===== src/tpc_consts.svh =====
// Register map, field positions and reset values of the timer/PWM block.
// Assumes a 32-bit bus with one 8-bit register per aligned word.
`ifndef TPC_CONSTS_SVH
`define TPC_CONSTS_SVH

// ==========================================================================
// Word indices (byte address = index * 4)
`define TPC_IDX_TSC     4'h0
`define TPC_IDX_CNTH    4'h1
`define TPC_IDX_CNTL    4'h2
`define TPC_IDX_MODH    4'h3
`define TPC_IDX_MODL    4'h4
`define TPC_IDX_CH0SC   4'h5
`define TPC_IDX_CH0H    4'h6
`define TPC_IDX_CH0L    4'h7
`define TPC_IDX_CH1SC   4'h8
`define TPC_IDX_CH1H    4'h9
`define TPC_IDX_CH1L    4'ha

// ==========================================================================
// Timer control/status fields
`define TPC_TSC_TOF     7
`define TPC_TSC_OVERFLOW_IRQ_ENABLE    6
`define TPC_TSC_STOP    5
`define TPC_TSC_CRST    4
`define TPC_CH_FLAG     7

// ==========================================================================
// Reset values and codes
`define TPC_STOP_RESET  1'b1
`define TPC_MOD_RESET   16'hffff
`define TPC_VAL_RESET   16'h0000
`define TPC_PS_EXT      3'h7
`define TPC_DIV_W       6

`endif


===== src/tpc_pkg.sv =====
// Types shared by the timer/PWM block.
// Assumes nothing of its surroundings.
package tpc_pkg;

  // ==========================================================================
  // Edge/level select encodings
  typedef enum logic [1:0] {
    TPC_ELS_OFF = 2'h0,
    TPC_ELS_TGL = 2'h1,
    TPC_ELS_CLR = 2'h2,
    TPC_ELS_SET = 2'h3
  } tpc_els_t;

  // ==========================================================================
  // Channel control/status word, bit 7 down to bit 0
  typedef struct packed {
    logic     flag;
    logic     ie;
    logic     msb;
    logic     msa;
    tpc_els_t els;
    logic     tov;
    logic     maxd;
  } tpc_chsc_t;

endpackage


===== src/tpc_channel.sv =====
// One timer channel: compare/PWM pin action and input-capture edges.
// Assumes pin_sync is already synchronised and cmp_hit/ovf are one-cycle.
`timescale 1ns/1ns
module tpc_channel
  import tpc_pkg::*;
(
  input  wire logic      clk,
  input  wire logic      rst_n,
  input  tpc_chsc_t      ctrl,
  input  wire logic      enable,
  input  wire logic      cmp_hit,
  input  wire logic      ovf,
  input  wire logic      pin_sync,
  output logic           pin_drive,
  output logic           pin_oe,
  output logic           cap_evt,
  output logic           cmp_evt
);

  logic pin_r, pin_nxt, oe_nxt, max_r, max_nxt, prev_r, out_mode, cap_mode;

  // ==========================================================================
  // Buffered and unbuffered bits are ORed into one output mode; neither is tested first
  always_comb begin
    out_mode = enable & (ctrl.msb | ctrl.msa) & (ctrl.els != TPC_ELS_OFF);
    cap_mode = enable & ~ctrl.msb & ~ctrl.msa & (ctrl.els != TPC_ELS_OFF);
    oe_nxt   = out_mode;
    max_nxt  = ovf ? ctrl.maxd : max_r;
    pin_nxt  = pin_r;
    cmp_evt  = out_mode & cmp_hit;
    cap_evt  = cap_mode & ((ctrl.els[0] & pin_sync & ~prev_r) | (ctrl.els[1] & ~pin_sync & prev_r));
    if (!out_mode) begin
      pin_nxt = ~ctrl.msa;                    // Preset level for a later start
    end else if (ovf && ctrl.tov) begin
      // Overflow beats a same-cycle compare; max duty parks at pulse level
      if (ctrl.maxd && ctrl.els != TPC_ELS_TGL) begin
        pin_nxt = ctrl.els != TPC_ELS_SET;
      end else begin
        pin_nxt = ~pin_r;
      end
    end else if (cmp_hit && !(max_r && ctrl.tov)) begin
      // Compare action: toggle inverts, clear drives 0, set drives 1; skipped at max duty with overflow toggle
      unique case (ctrl.els)
        TPC_ELS_TGL: pin_nxt = ~pin_r;
        TPC_ELS_CLR: pin_nxt = 1'b0;
        TPC_ELS_SET: pin_nxt = 1'b1;
        TPC_ELS_OFF: pin_nxt = pin_r;
      endcase
    end
  end

  always_ff @(posedge clk or negedge rst_n) begin
    if (!rst_n) begin
      pin_r  <= 1'b1;
      pin_oe <= 1'b0;
      max_r  <= 1'b0;
      prev_r <= 1'b0;
    end else begin
      pin_r  <= pin_nxt;
      pin_oe <= oe_nxt;
      max_r  <= max_nxt;
      prev_r <= pin_sync;
    end
  end

  assign pin_drive = pin_r;

endmodule


===== src/tpc_prescaler.sv =====
// Timer clock source: bus clock divided by 1..64 or the external pin.
// Assumes the external pin is asynchronous; it is synchronised here.
`timescale 1ns/1ns
`include "tpc_consts.svh"
module tpc_prescaler
  import tpc_pkg::*;
#(
  parameter int DIV_W = `TPC_DIV_W
) (
  input  wire logic       clk,
  input  wire logic       rst_n,
  input  wire logic [2:0] ps,
  input  wire logic       clr,
  input  wire logic       ext_pin,
  output logic            tick
);

  logic [DIV_W-1:0] div_r;
  logic [DIV_W-1:0] div_nxt;
  logic [DIV_W-1:0] mask;
  logic [2:0]       ext_r;
  logic [2:0]       ext_nxt;

  // ==========================================================================
  // Divider and pin synchroniser; ext_r[0] feeds only ext_r[1]
  always_comb begin
    div_nxt = clr ? '0 : div_r + 1'b1;
    ext_nxt = {ext_r[1:0], ext_pin};
    mask    = ~({DIV_W{1'b1}} << ps);
    if (ps == `TPC_PS_EXT) begin
      tick = ext_r[1] & ~ext_r[2];            // Rising pin edge
    end else begin
      tick = (div_r & mask) == mask;
    end
  end

  always_ff @(posedge clk or negedge rst_n) begin
    if (!rst_n) begin
      div_r <= '0;
      ext_r <= 3'h0;
    end else begin
      div_r <= div_nxt;
      ext_r <= ext_nxt;
    end
  end

endmodule


===== src/tpc_timer.sv =====
// Two-channel 16-bit timer with prescaler, modulo counter and buffered PWM.
// Assumes a classic Wishbone master on clk and asynchronous channel pins.
//
// Chosen here: the Wishbone slave port and the address map.
`timescale 1ns/1ns
`include "tpc_consts.svh"
module tpc_timer
  import tpc_pkg::*;
#(
  parameter int DIV_W = `TPC_DIV_W
) (
  input  wire logic        clk,
  input  wire logic        rst_n,
  input  wire logic        wb_cyc_i,
  input  wire logic        wb_stb_i,
  input  wire logic        wb_we_i,
  input  wire logic [3:0]  wb_sel_i,
  input  wire logic [5:0]  wb_adr_i,
  input  wire logic [31:0] wb_dat_i,
  output logic      [31:0] wb_dat_o,
  output logic             wb_ack_o,
  input  wire logic        wait_mode,
  input  wire logic        break_active,
  input  wire logic        break_clear_enable,
  input  wire logic        external_timer_clock_pin,
  input  wire logic        chan0_pin_level,
  input  wire logic        chan1_pin_level,
  output logic             chan0_pin_drive,
  output logic             chan0_pin_oe,
  output logic             chan1_pin_drive,
  output logic             chan1_pin_oe,
  output logic             ext_clk_input_force,
  output logic             timer_irq
);

  localparam logic [3:0] SC_IDX [2] = '{`TPC_IDX_CH0SC, `TPC_IDX_CH1SC};
  localparam logic [3:0] H_IDX  [2] = '{`TPC_IDX_CH0H, `TPC_IDX_CH1H};
  localparam logic [3:0] L_IDX  [2] = '{`TPC_IDX_CH0L, `TPC_IDX_CH1L};

  // ==========================================================================
  // Helpers
  // Two-step flag clear; a set in the same cycle wins and drops the arm
  function automatic logic [1:0] flag_upd(input logic flag, input logic arm, input logic set,
                                          input logic rd_hit, input logic wr_hit, input logic wbit,
                                          input logic allow);
    logic f;
    logic a;
    f = flag;
    a = arm;
    if (rd_hit && flag && allow) a = 1'b1;
    if (wr_hit && allow) begin
      if (!wbit && arm) f = 1'b0;
      a = 1'b0;
    end
    if (set) begin
      f = 1'b1;
      a = 1'b0;
    end
    return {f, a};
  endfunction

  function automatic logic cap_mode(input tpc_chsc_t c);
    return !c.msb && !c.msa && c.els != TPC_ELS_OFF;
  endfunction

  // ==========================================================================
  // State
  logic        ack_r, ack_nxt;
  logic [31:0] rdat_nxt;
  logic        overflow_irq_enable_r, overflow_irq_enable_nxt, stop_r, stop_nxt;
  logic [2:0]  ps_r, ps_nxt;
  logic        tof_r, tof_nxt, tof_arm_r, tof_arm_nxt;
  logic [15:0] cnt_r, cnt_nxt, mod_r, mod_nxt;
  logic [7:0]  cnt_buf_r, cnt_buf_nxt, modh_buf_r, modh_buf_nxt;
  logic        cnt_lat_r, cnt_lat_nxt, mod_inh_r, mod_inh_nxt;
  tpc_chsc_t   chsc_r [2];
  tpc_chsc_t   chsc_nxt [2];
  logic        chf_arm_r [2];
  logic        chf_arm_nxt [2];
  logic [15:0] val_r [2];
  logic [15:0] val_nxt [2];
  logic [7:0]  valh_r [2];
  logic [7:0]  valh_nxt [2];
  logic        vinh_r [2];
  logic        vinh_nxt [2];
  logic        act_sel_r, act_sel_nxt, last_wr_r, last_wr_nxt;
  logic        irq_nxt, force_nxt;
  logic [1:0]  pin_s1_r, pin_s2_r;

  // ==========================================================================
  // Bus decode; while waiting the bus still gets an answer but no effect
  logic       acc, rd, wr, allow, linked, tick, run_tick, cnt_clr, at_mod, ovf_evt, tof_set;
  logic [3:0] idx;
  logic [7:0] wdat;
  logic [1:0] cmp_hit, cap_evt, cmp_evt;
  logic [15:0] cmp_val0;

  assign acc      = wb_cyc_i & wb_stb_i & ~ack_r & ~wait_mode;
  assign rd       = acc & ~wb_we_i;
  assign wr       = acc & wb_we_i & wb_sel_i[0];
  assign idx      = wb_adr_i[5:2];
  assign wdat     = wb_dat_i[7:0];
  assign allow    = ~break_active | break_clear_enable;
  assign linked   = chsc_r[0].msb;

  // ==========================================================================
  // Counter events
  assign cnt_clr  = wr && idx == `TPC_IDX_TSC && wdat[`TPC_TSC_CRST];
  assign run_tick = tick & ~stop_r & ~break_active;
  assign at_mod   = cnt_r == mod_r;
  assign ovf_evt  = run_tick & at_mod & ~cnt_clr;
  assign tof_set  = ovf_evt & ~mod_inh_r;
  // Linked channel 0 compares against whichever pair is active
  assign cmp_val0 = (linked && act_sel_r) ? val_r[1] : val_r[0];
  assign cmp_hit[0] = run_tick & ~cnt_clr & (cnt_r == cmp_val0)
                    & ~vinh_r[(linked && act_sel_r) ? 1 : 0];
  assign cmp_hit[1] = run_tick & ~cnt_clr & (cnt_r == val_r[1]) & ~vinh_r[1];

  tpc_prescaler #(
    .DIV_W (DIV_W)
  ) u_presc (
    .clk     (clk),
    .rst_n   (rst_n),
    .ps      (ps_r),
    .clr     (cnt_clr),
    .ext_pin (external_timer_clock_pin),
    .tick    (tick)
  );

  tpc_channel u_ch0 (
    .clk       (clk),
    .rst_n     (rst_n),
    .ctrl      (chsc_r[0]),
    .enable    (1'b1),
    .cmp_hit   (cmp_hit[0]),
    .ovf       (ovf_evt),
    .pin_sync  (pin_s2_r[0]),
    .pin_drive (chan0_pin_drive),
    .pin_oe    (chan0_pin_oe),
    .cap_evt   (cap_evt[0]),
    .cmp_evt   (cmp_evt[0])
  );

  // Channel 1 sits idle and releases its pin while linked
  tpc_channel u_ch1 (
    .clk       (clk),
    .rst_n     (rst_n),
    .ctrl      (chsc_r[1]),
    .enable    (~linked),
    .cmp_hit   (cmp_hit[1]),
    .ovf       (ovf_evt),
    .pin_sync  (pin_s2_r[1]),
    .pin_drive (chan1_pin_drive),
    .pin_oe    (chan1_pin_oe),
    .cap_evt   (cap_evt[1]),
    .cmp_evt   (cmp_evt[1])
  );

  // ==========================================================================
  // Next-state for registers, counter and flags
  always_comb begin
    ack_nxt      = wb_cyc_i & wb_stb_i & ~ack_r;
    rdat_nxt     = 32'h0;
    overflow_irq_enable_nxt     = overflow_irq_enable_r;
    stop_nxt     = stop_r;
    ps_nxt       = ps_r;
    cnt_buf_nxt  = cnt_buf_r;
    cnt_lat_nxt  = cnt_lat_r;
    mod_nxt      = mod_r;
    modh_buf_nxt = modh_buf_r;
    mod_inh_nxt  = mod_inh_r;
    chsc_nxt     = chsc_r;
    chf_arm_nxt  = chf_arm_r;
    val_nxt      = val_r;
    valh_nxt     = valh_r;
    vinh_nxt     = vinh_r;
    act_sel_nxt  = act_sel_r;
    last_wr_nxt  = last_wr_r;
    // Overflow flag and control bits
    {tof_nxt, tof_arm_nxt} = flag_upd(tof_r, tof_arm_r, tof_set, rd && idx == `TPC_IDX_TSC,
                                      wr && idx == `TPC_IDX_TSC, wdat[`TPC_TSC_TOF], allow);
    if (wr && idx == `TPC_IDX_TSC) begin
      overflow_irq_enable_nxt = wdat[`TPC_TSC_OVERFLOW_IRQ_ENABLE];
      stop_nxt = wdat[`TPC_TSC_STOP];
      ps_nxt   = wdat[2:0];
    end
    // Counter: reset wins, then wrap at modulo
    if (cnt_clr) begin
      cnt_nxt = 16'h0;
    end else if (run_tick) begin
      cnt_nxt = at_mod ? 16'h0 : cnt_r + 16'h1;
    end else begin
      cnt_nxt = cnt_r;
    end
    // Modulo pair loads as a unit on the low-byte write
    if (wr && idx == `TPC_IDX_MODH) begin
      modh_buf_nxt = wdat;
      mod_inh_nxt  = 1'b1;
    end
    if (wr && idx == `TPC_IDX_MODL) begin
      mod_nxt     = {modh_buf_r, wdat};
      mod_inh_nxt = 1'b0;
    end
    // Reads of the shared registers; the reset bit always reads 0
    if (rd) begin
      case (idx)
        `TPC_IDX_TSC:  rdat_nxt = {24'h0, tof_r, overflow_irq_enable_r, stop_r, 2'h0, ps_r};
        `TPC_IDX_CNTH: begin
          rdat_nxt = {24'h0, cnt_r[15:8]};
          if (!cnt_lat_r) begin
            cnt_buf_nxt = cnt_r[7:0];
            cnt_lat_nxt = 1'b1;
          end
        end
        `TPC_IDX_CNTL: begin
          rdat_nxt    = {24'h0, cnt_lat_r ? cnt_buf_r : cnt_r[7:0]};
          cnt_lat_nxt = 1'b0;
        end
        `TPC_IDX_MODH: rdat_nxt = {24'h0, mod_r[15:8]};
        `TPC_IDX_MODL: rdat_nxt = {24'h0, mod_r[7:0]};
        default:       rdat_nxt = 32'h0;
      endcase
    end
    // Per-channel control, value pairs and flags
    for (int i = 0; i < 2; i++) begin
      {chsc_nxt[i].flag, chf_arm_nxt[i]} = flag_upd(chsc_r[i].flag, chf_arm_r[i], cap_evt[i] | cmp_evt[i],
                                                    rd && idx == SC_IDX[i], wr && idx == SC_IDX[i],
                                                    wdat[`TPC_CH_FLAG], allow);
      if (wr && idx == SC_IDX[i]) begin
        chsc_nxt[i].ie   = wdat[6];
        chsc_nxt[i].msb  = (i == 0) ? wdat[5] : 1'b0;
        chsc_nxt[i].msa  = wdat[4];
        chsc_nxt[i].els  = tpc_els_t'(wdat[3:2]);
        chsc_nxt[i].tov  = wdat[1];
        chsc_nxt[i].maxd = wdat[0];
      end
      if (rd && idx == SC_IDX[i]) rdat_nxt = {24'h0, chsc_r[i]};
      if (rd && idx == H_IDX[i]) begin
        rdat_nxt = {24'h0, val_r[i][15:8]};
        if (cap_mode(chsc_r[i])) vinh_nxt[i] = 1'b1;
      end
      if (rd && idx == L_IDX[i]) begin
        rdat_nxt = {24'h0, val_r[i][7:0]};
        if (cap_mode(chsc_r[i])) vinh_nxt[i] = 1'b0;
      end
      if (wr && idx == H_IDX[i]) begin
        valh_nxt[i] = wdat;
        if (!cap_mode(chsc_r[i])) vinh_nxt[i] = 1'b1;
      end
      if (wr && idx == L_IDX[i]) begin
        val_nxt[i]  = {valh_r[i], wdat};
        vinh_nxt[i] = 1'b0;
        last_wr_nxt = (i == 1);
      end
      if (cap_evt[i] && !vinh_r[i]) val_nxt[i] = cnt_r;
    end
    // Active pair swaps only at an overflow; unlinked resets to channel 0
    if (!linked) begin
      act_sel_nxt = 1'b0;
      last_wr_nxt = 1'b0;
    end else if (ovf_evt) begin
      act_sel_nxt = last_wr_r;
    end
    // One request line; it is also the wake source in wait mode
    irq_nxt   = (tof_r & overflow_irq_enable_r) | (chsc_r[0].flag & chsc_r[0].ie)
              | (chsc_r[1].flag & chsc_r[1].ie & ~linked);
    force_nxt = ps_r == `TPC_PS_EXT;
  end

  always_ff @(posedge clk or negedge rst_n) begin
    if (!rst_n) begin
      ack_r      <= 1'b0;
      wb_dat_o   <= 32'h0;
      overflow_irq_enable_r     <= 1'b0;
      stop_r     <= `TPC_STOP_RESET;
      ps_r       <= 3'h0;
      tof_r      <= 1'b0;
      tof_arm_r  <= 1'b0;
      cnt_r      <= 16'h0;
      cnt_buf_r  <= 8'h0;
      cnt_lat_r  <= 1'b0;
      mod_r      <= `TPC_MOD_RESET;
      modh_buf_r <= 8'h0;
      mod_inh_r  <= 1'b0;
      for (int i = 0; i < 2; i++) begin
        chsc_r[i]    <= '0;
        chf_arm_r[i] <= 1'b0;
        val_r[i]     <= `TPC_VAL_RESET;
        valh_r[i]    <= 8'h0;
        vinh_r[i]    <= 1'b0;
      end
      act_sel_r  <= 1'b0;
      last_wr_r  <= 1'b0;
      timer_irq  <= 1'b0;
      ext_clk_input_force <= 1'b0;
      pin_s1_r   <= 2'h0;
      pin_s2_r   <= 2'h0;
    end else begin
      ack_r      <= ack_nxt;
      wb_dat_o   <= rdat_nxt;
      overflow_irq_enable_r     <= overflow_irq_enable_nxt;
      stop_r     <= stop_nxt;
      ps_r       <= ps_nxt;
      tof_r      <= tof_nxt;
      tof_arm_r  <= tof_arm_nxt;
      cnt_r      <= cnt_nxt;
      cnt_buf_r  <= cnt_buf_nxt;
      cnt_lat_r  <= cnt_lat_nxt;
      mod_r      <= mod_nxt;
      modh_buf_r <= modh_buf_nxt;
      mod_inh_r  <= mod_inh_nxt;
      chsc_r     <= chsc_nxt;
      chf_arm_r  <= chf_arm_nxt;
      val_r      <= val_nxt;
      valh_r     <= valh_nxt;
      vinh_r     <= vinh_nxt;
      act_sel_r  <= act_sel_nxt;
      last_wr_r  <= last_wr_nxt;
      timer_irq  <= irq_nxt;
      ext_clk_input_force <= force_nxt;
      pin_s1_r   <= {chan1_pin_level, chan0_pin_level};
      pin_s2_r   <= pin_s1_r;
    end
  end

  assign wb_ack_o = ack_r;
endmodule


===== config.mk =====
export PLATFORM = sky130hd
export DESIGN_NAME = tpc_timer
export DESIGN_NICKNAME = d
export VERILOG_FILES = /design/src/tpc_pkg.sv /design/src/tpc_channel.sv /design/src/tpc_prescaler.sv /design/src/tpc_timer.sv
export VERILOG_INCLUDE_DIRS = /design/src
export SDC_FILE = /design/constraint.sdc
export NUM_CORES = 1
export LEC_CHECK = 0
export ABC_AREA = 1
export ABC_CLOCK_PERIOD_IN_PS = 2100
export BUFFER_PORTS_ARGS = -buffer_cell sky130_fd_sc_hd__buf_2
export CAP_MARGIN = 20
export CORE_MARGIN = 2
export CORE_UTILIZATION = 45
export DETAILED_ROUTE_END_ITERATION = 10
export GPL_TIMING_DRIVEN = 0
export PLACE_DENSITY = 0.75
export SLEW_MARGIN = 10
export SYNTH_ARGS = -nofsm -noshare
export SYNTH_HDL_FRONTEND = slang
export SYNTH_SLANG_ARGS = --single-unit
export TNS_END_PERCENT = 20

===== constraint.sdc =====
create_clock -name clk -period 2.1 [get_ports clk]
set_clock_uncertainty 0.1 [all_clocks]
set_input_delay 0.315 -clock clk [delete_from_list [all_inputs] [get_ports clk]]
set_output_delay 0.315 -clock clk [all_outputs]
set_load 0.01 [all_outputs]

==> impl_metrics.tcl <==
set metrics [dict create \
    grtUsageMet2_pct 40.7 \
    area_growth_syn_to_layout_pct 17.2 \
    port_buffers 38 \
    worst_ir_drop_vdd_mv 0.577 \
    fmax_ghz 0.473 \
    fin_crit_sh_pct 101 \
    start_util_pct 45.7 \
    ant_nets 0 \
    clk_latency_ns 0.43 \
    setup_slack_ns -0.0127 \
    final_cell_mix "268 x nand2_1, 134 x dfrtp_1, 106 x o21ai_0" \
    cts_buffer_depth 2 \
    final.fill_count 1759 \
    syn_avg_cell_area_um2 8.02 \
    power.leakage_nw 4.83 \
    clock-root-buffer "clkbuf_16" \
    place_ws_ns -0.178 \
    drt_iter0_markers 972 \
    synth_xor_area_share_pct 4.01 \
    path_cells "buf_4, inv_1, o21ai_0, nand2_1, nand3_1, o21ai_1, o211ai_1, a21oi_2, nand4_1" \
    fin_nets 1213 \
    postPlaceCellArea_um2 9130 \
    grt_max_degree 100 \
    synth_compound_area_share_pct 15.7 \
    path_delay_family "compound AO/OA/AOI/OAI gates" \
    dp_hpwl_mm 18.4 \
    synth.area.top_cells "dfrtp_1 41%, nand2_1 12%, o21ai_0 6.6%" \
    vias 7824 \
    drc 0 \
    grt_busiest_layer "met2" \
    power.internal_mw 6.21 \
    synth_warnings 0 \
    slowest_delay_ns 0.39 \
    core_um2 18600 \
    hold_violations 0 \
    yosys.area.top_type_share_pct 40.8 \
    drv_slew 0 \
    start_kind "flop" \
    synth_simple_gate_area_share_pct 23.3 \
    grt_pass1_vias 7068 \
    gp_congestion 0.988 \
    numCtsBuffers 17 \
    final_cell_area_um2 9990 \
    clk_pin_slew_worst_paths_ns 0.07 \
    cp_slowest_cell "dfrtp_1" \
    synth-seq-cells 158 \
    synthAdderAreaFrac_pct 0.294 \
    grt_antenna_before_repair 0 \
    required_ns 2.29 \
    drt_wl_total_mm 26.1 \
    rsz0062_at_grt "yes" \
    antenna_cells 0 \
    crit_type "reg2reg" \
    cts_tree "yes" \
    crit_arrival_ns 2.30 \
    cp.buffers_inverters 2 \
    seq_area_frac_synth_pct 46.7 \
    dr.pass1.iters 6 \
    dieArea_um2 20100 \
    pwr_density_cell_nw_per_um2 949 \
    clock_sinks 158 \
    synth_area_um2 8520 \
    end_kind "flop" \
    yosysTopAreaCell "dfrtp_1" \
    via_per_inst 5.57 \
    p_clk_share_pct 34.1 \
    drive_gt1_share_pct 19.2 \
    slew_headroom_pct 56.4 \
    fp-row-count 50 \
    io-pin-count 92 \
    use_met3_pct 4.08 \
    grt_first_pass_wirelength_mm 39.8 \
    holdWs_ns 0.0153 \
    switching_share_pct 34.5 \
    status "finished, violations left" \
    final_common_cell "nand2_1" \
    synthDistinctLibCells 41 \
    synth.area.mux_share_pct 0 \
    hp-class "in2reg" \
    grt_overflow 0 \
    fin_crit_ns 2.11 \
    wl_per_cell_um 18.6 \
    combPwrFrac_pct 26.9 \
    htree_levels 4 \
    fp.dieW_um 142 \
    synthCells 1062 \
    synth_top_family_by_area "simple AND/OR/NAND/NOR gates" \
    cap_violations 0 \
    grtUsageTotal_pct 26.4 \
    pwr-share-seq_pct 39.0 \
    violations "negative setup slack" \
    worst_pin_slew_ns 0.652 \
    switchingPower_mw 3.27 \
    cp_max_fo 8 \
    met1_usage_pct 37.2 \
    dieHeight_um 142 \
    finalSetupViolCount 1 \
]
layout make-up:
type	count	area, µm²	share of cell area [%]
Tap cell	234	293	2.93
Clock buffer	20	447	4.47
Clock inverter	12	161	1.62
Inverter	117	450	4.51
Sequential cell	158	3980	39.9
Buffer	59	425	4.26
Multi-Input combinational cell	750	3870	38.8
Timing Repair Buffer	55	355	3.56
what timing repair did:
item,4_1_cts,5_1_grt
setup buffers,0,11
cloned,0,1
hold buffers,4,0
hold endpoints to repair,45,0
endpoints found under the setup margin,15,56
gates resized for setup,9,40
pin swaps,1,4
state kept, by name, indices dropped and copies added, names as in the netlist, 2 cells and up:
register       flops
val_r             32
cnt_r             16
mod_r             16
valh_r            16
chsc_r            14
cnt_buf_r          8
modh_buf_r         8
wb_dat_o           8
u_presc.div_r      6
ps_r               3
u_presc.ext_r      3
chf_arm_r          2
pin_s1_r           2
pin_s2_r           2
vinh_r             2
worst reg2reg max path: cells and delay by family, from the launching register on:
family                 cells  cell delay (ns)
buffers and inverters      2             0.38
flip-flops                 1             0.39
AND/OR/NAND/NOR            3             0.34
AO/OA/AOI/OAI              4             0.76
synthesized netlist by cell type:
cell type  count
nor2_8         4
nor2_4         3
nand4_1       14
a22o_1         1
nand2_2        6
nand3_4        2
o211ai_1       9
a21oi_1       38
or2_2          1
a221oi_1       1
nor2_1        77
buf_4         26
buf_6          9
dfstp_2       19
nand3_1       45
buf_2         14
inv_4          2
nor2_2         7
ha_1           2
inv_1        102
nand2_4        2
o21ai_0      112
inv_2         13
xor2_1        32
nor3_4         1
clkbuf_1      11
nand3b_1       1
a31oi_1       19
o21ai_2        1
or2_1          1
o21ai_1       15
nor3_1         4
dfrtp_1      139
nor3_2         6
o21a_1         2
o2111ai_1      5
xnor2_1        7
o31ai_1        2
nand2_1      270
o22ai_1       36
conb_1         1
routing by layer:
layer / routed length [µm] / vias to the layer above
met1: 10700 / 3659
li1: - / 3642
met2: 11700 / 447
met4: 1180 / 0
met3: 2510 / 76
met5: 0 / -
stage by stage:
step                      power, mW  cells  utilization (%)  TNS (ns)
after floorplan                5.30   1085                -         0
after global placement         6.04   1357             48.8   -257.61
after detailed placement       6.09   1358             49.0     -1.35
after CTS                      9.32   1393             52.4    -0.141
after global routing           9.87   1405             53.6    -0.385
final                          9.48   1405             53.6   -0.0127
path summary, 6_finish.rpt:
kind	from	endpoint	slack (ns)	depth (start not counted)
min in group asynchronous	rst_n	pin_s2_r[1]	0.29	2
min	wb_stb_i	wb_ack_o	0.02	3
min reg2reg	pin_s1_r[1]	pin_s2_r[1]	0.25	0
max reg2reg	cnt_r[0]	wb_dat_o[0]	-0.01	9
max in group asynchronous	rst_n	u_ch1.pin_drive	0.76	3
max	cnt_r[0]	wb_dat_o[0]	-0.01	9
power by group through the flow:
stage	logic, mW	clock network [mW]	registers (mW)
2_1_floorplan	1.64	0	3.66
3_3_place_gp	2.31	0	3.73
3_5_place_dp	2.35	0	3.74
4_1_cts	2.37	3.25	3.70
5_1_grt	2.77	3.37	3.73
6_report	2.55	3.23	3.70
cells by family after synthesis:
family | after synthesis
XOR/XNOR | 39
other | 1
AO/OA/AOI/OAI | 241
AND/OR/NAND/NOR | 444
adder cells (fa/ha/maj) | 2
flip-flops | 158
buffers and inverters | 177
Note: power is estimated with default switching activity, not from simulation.
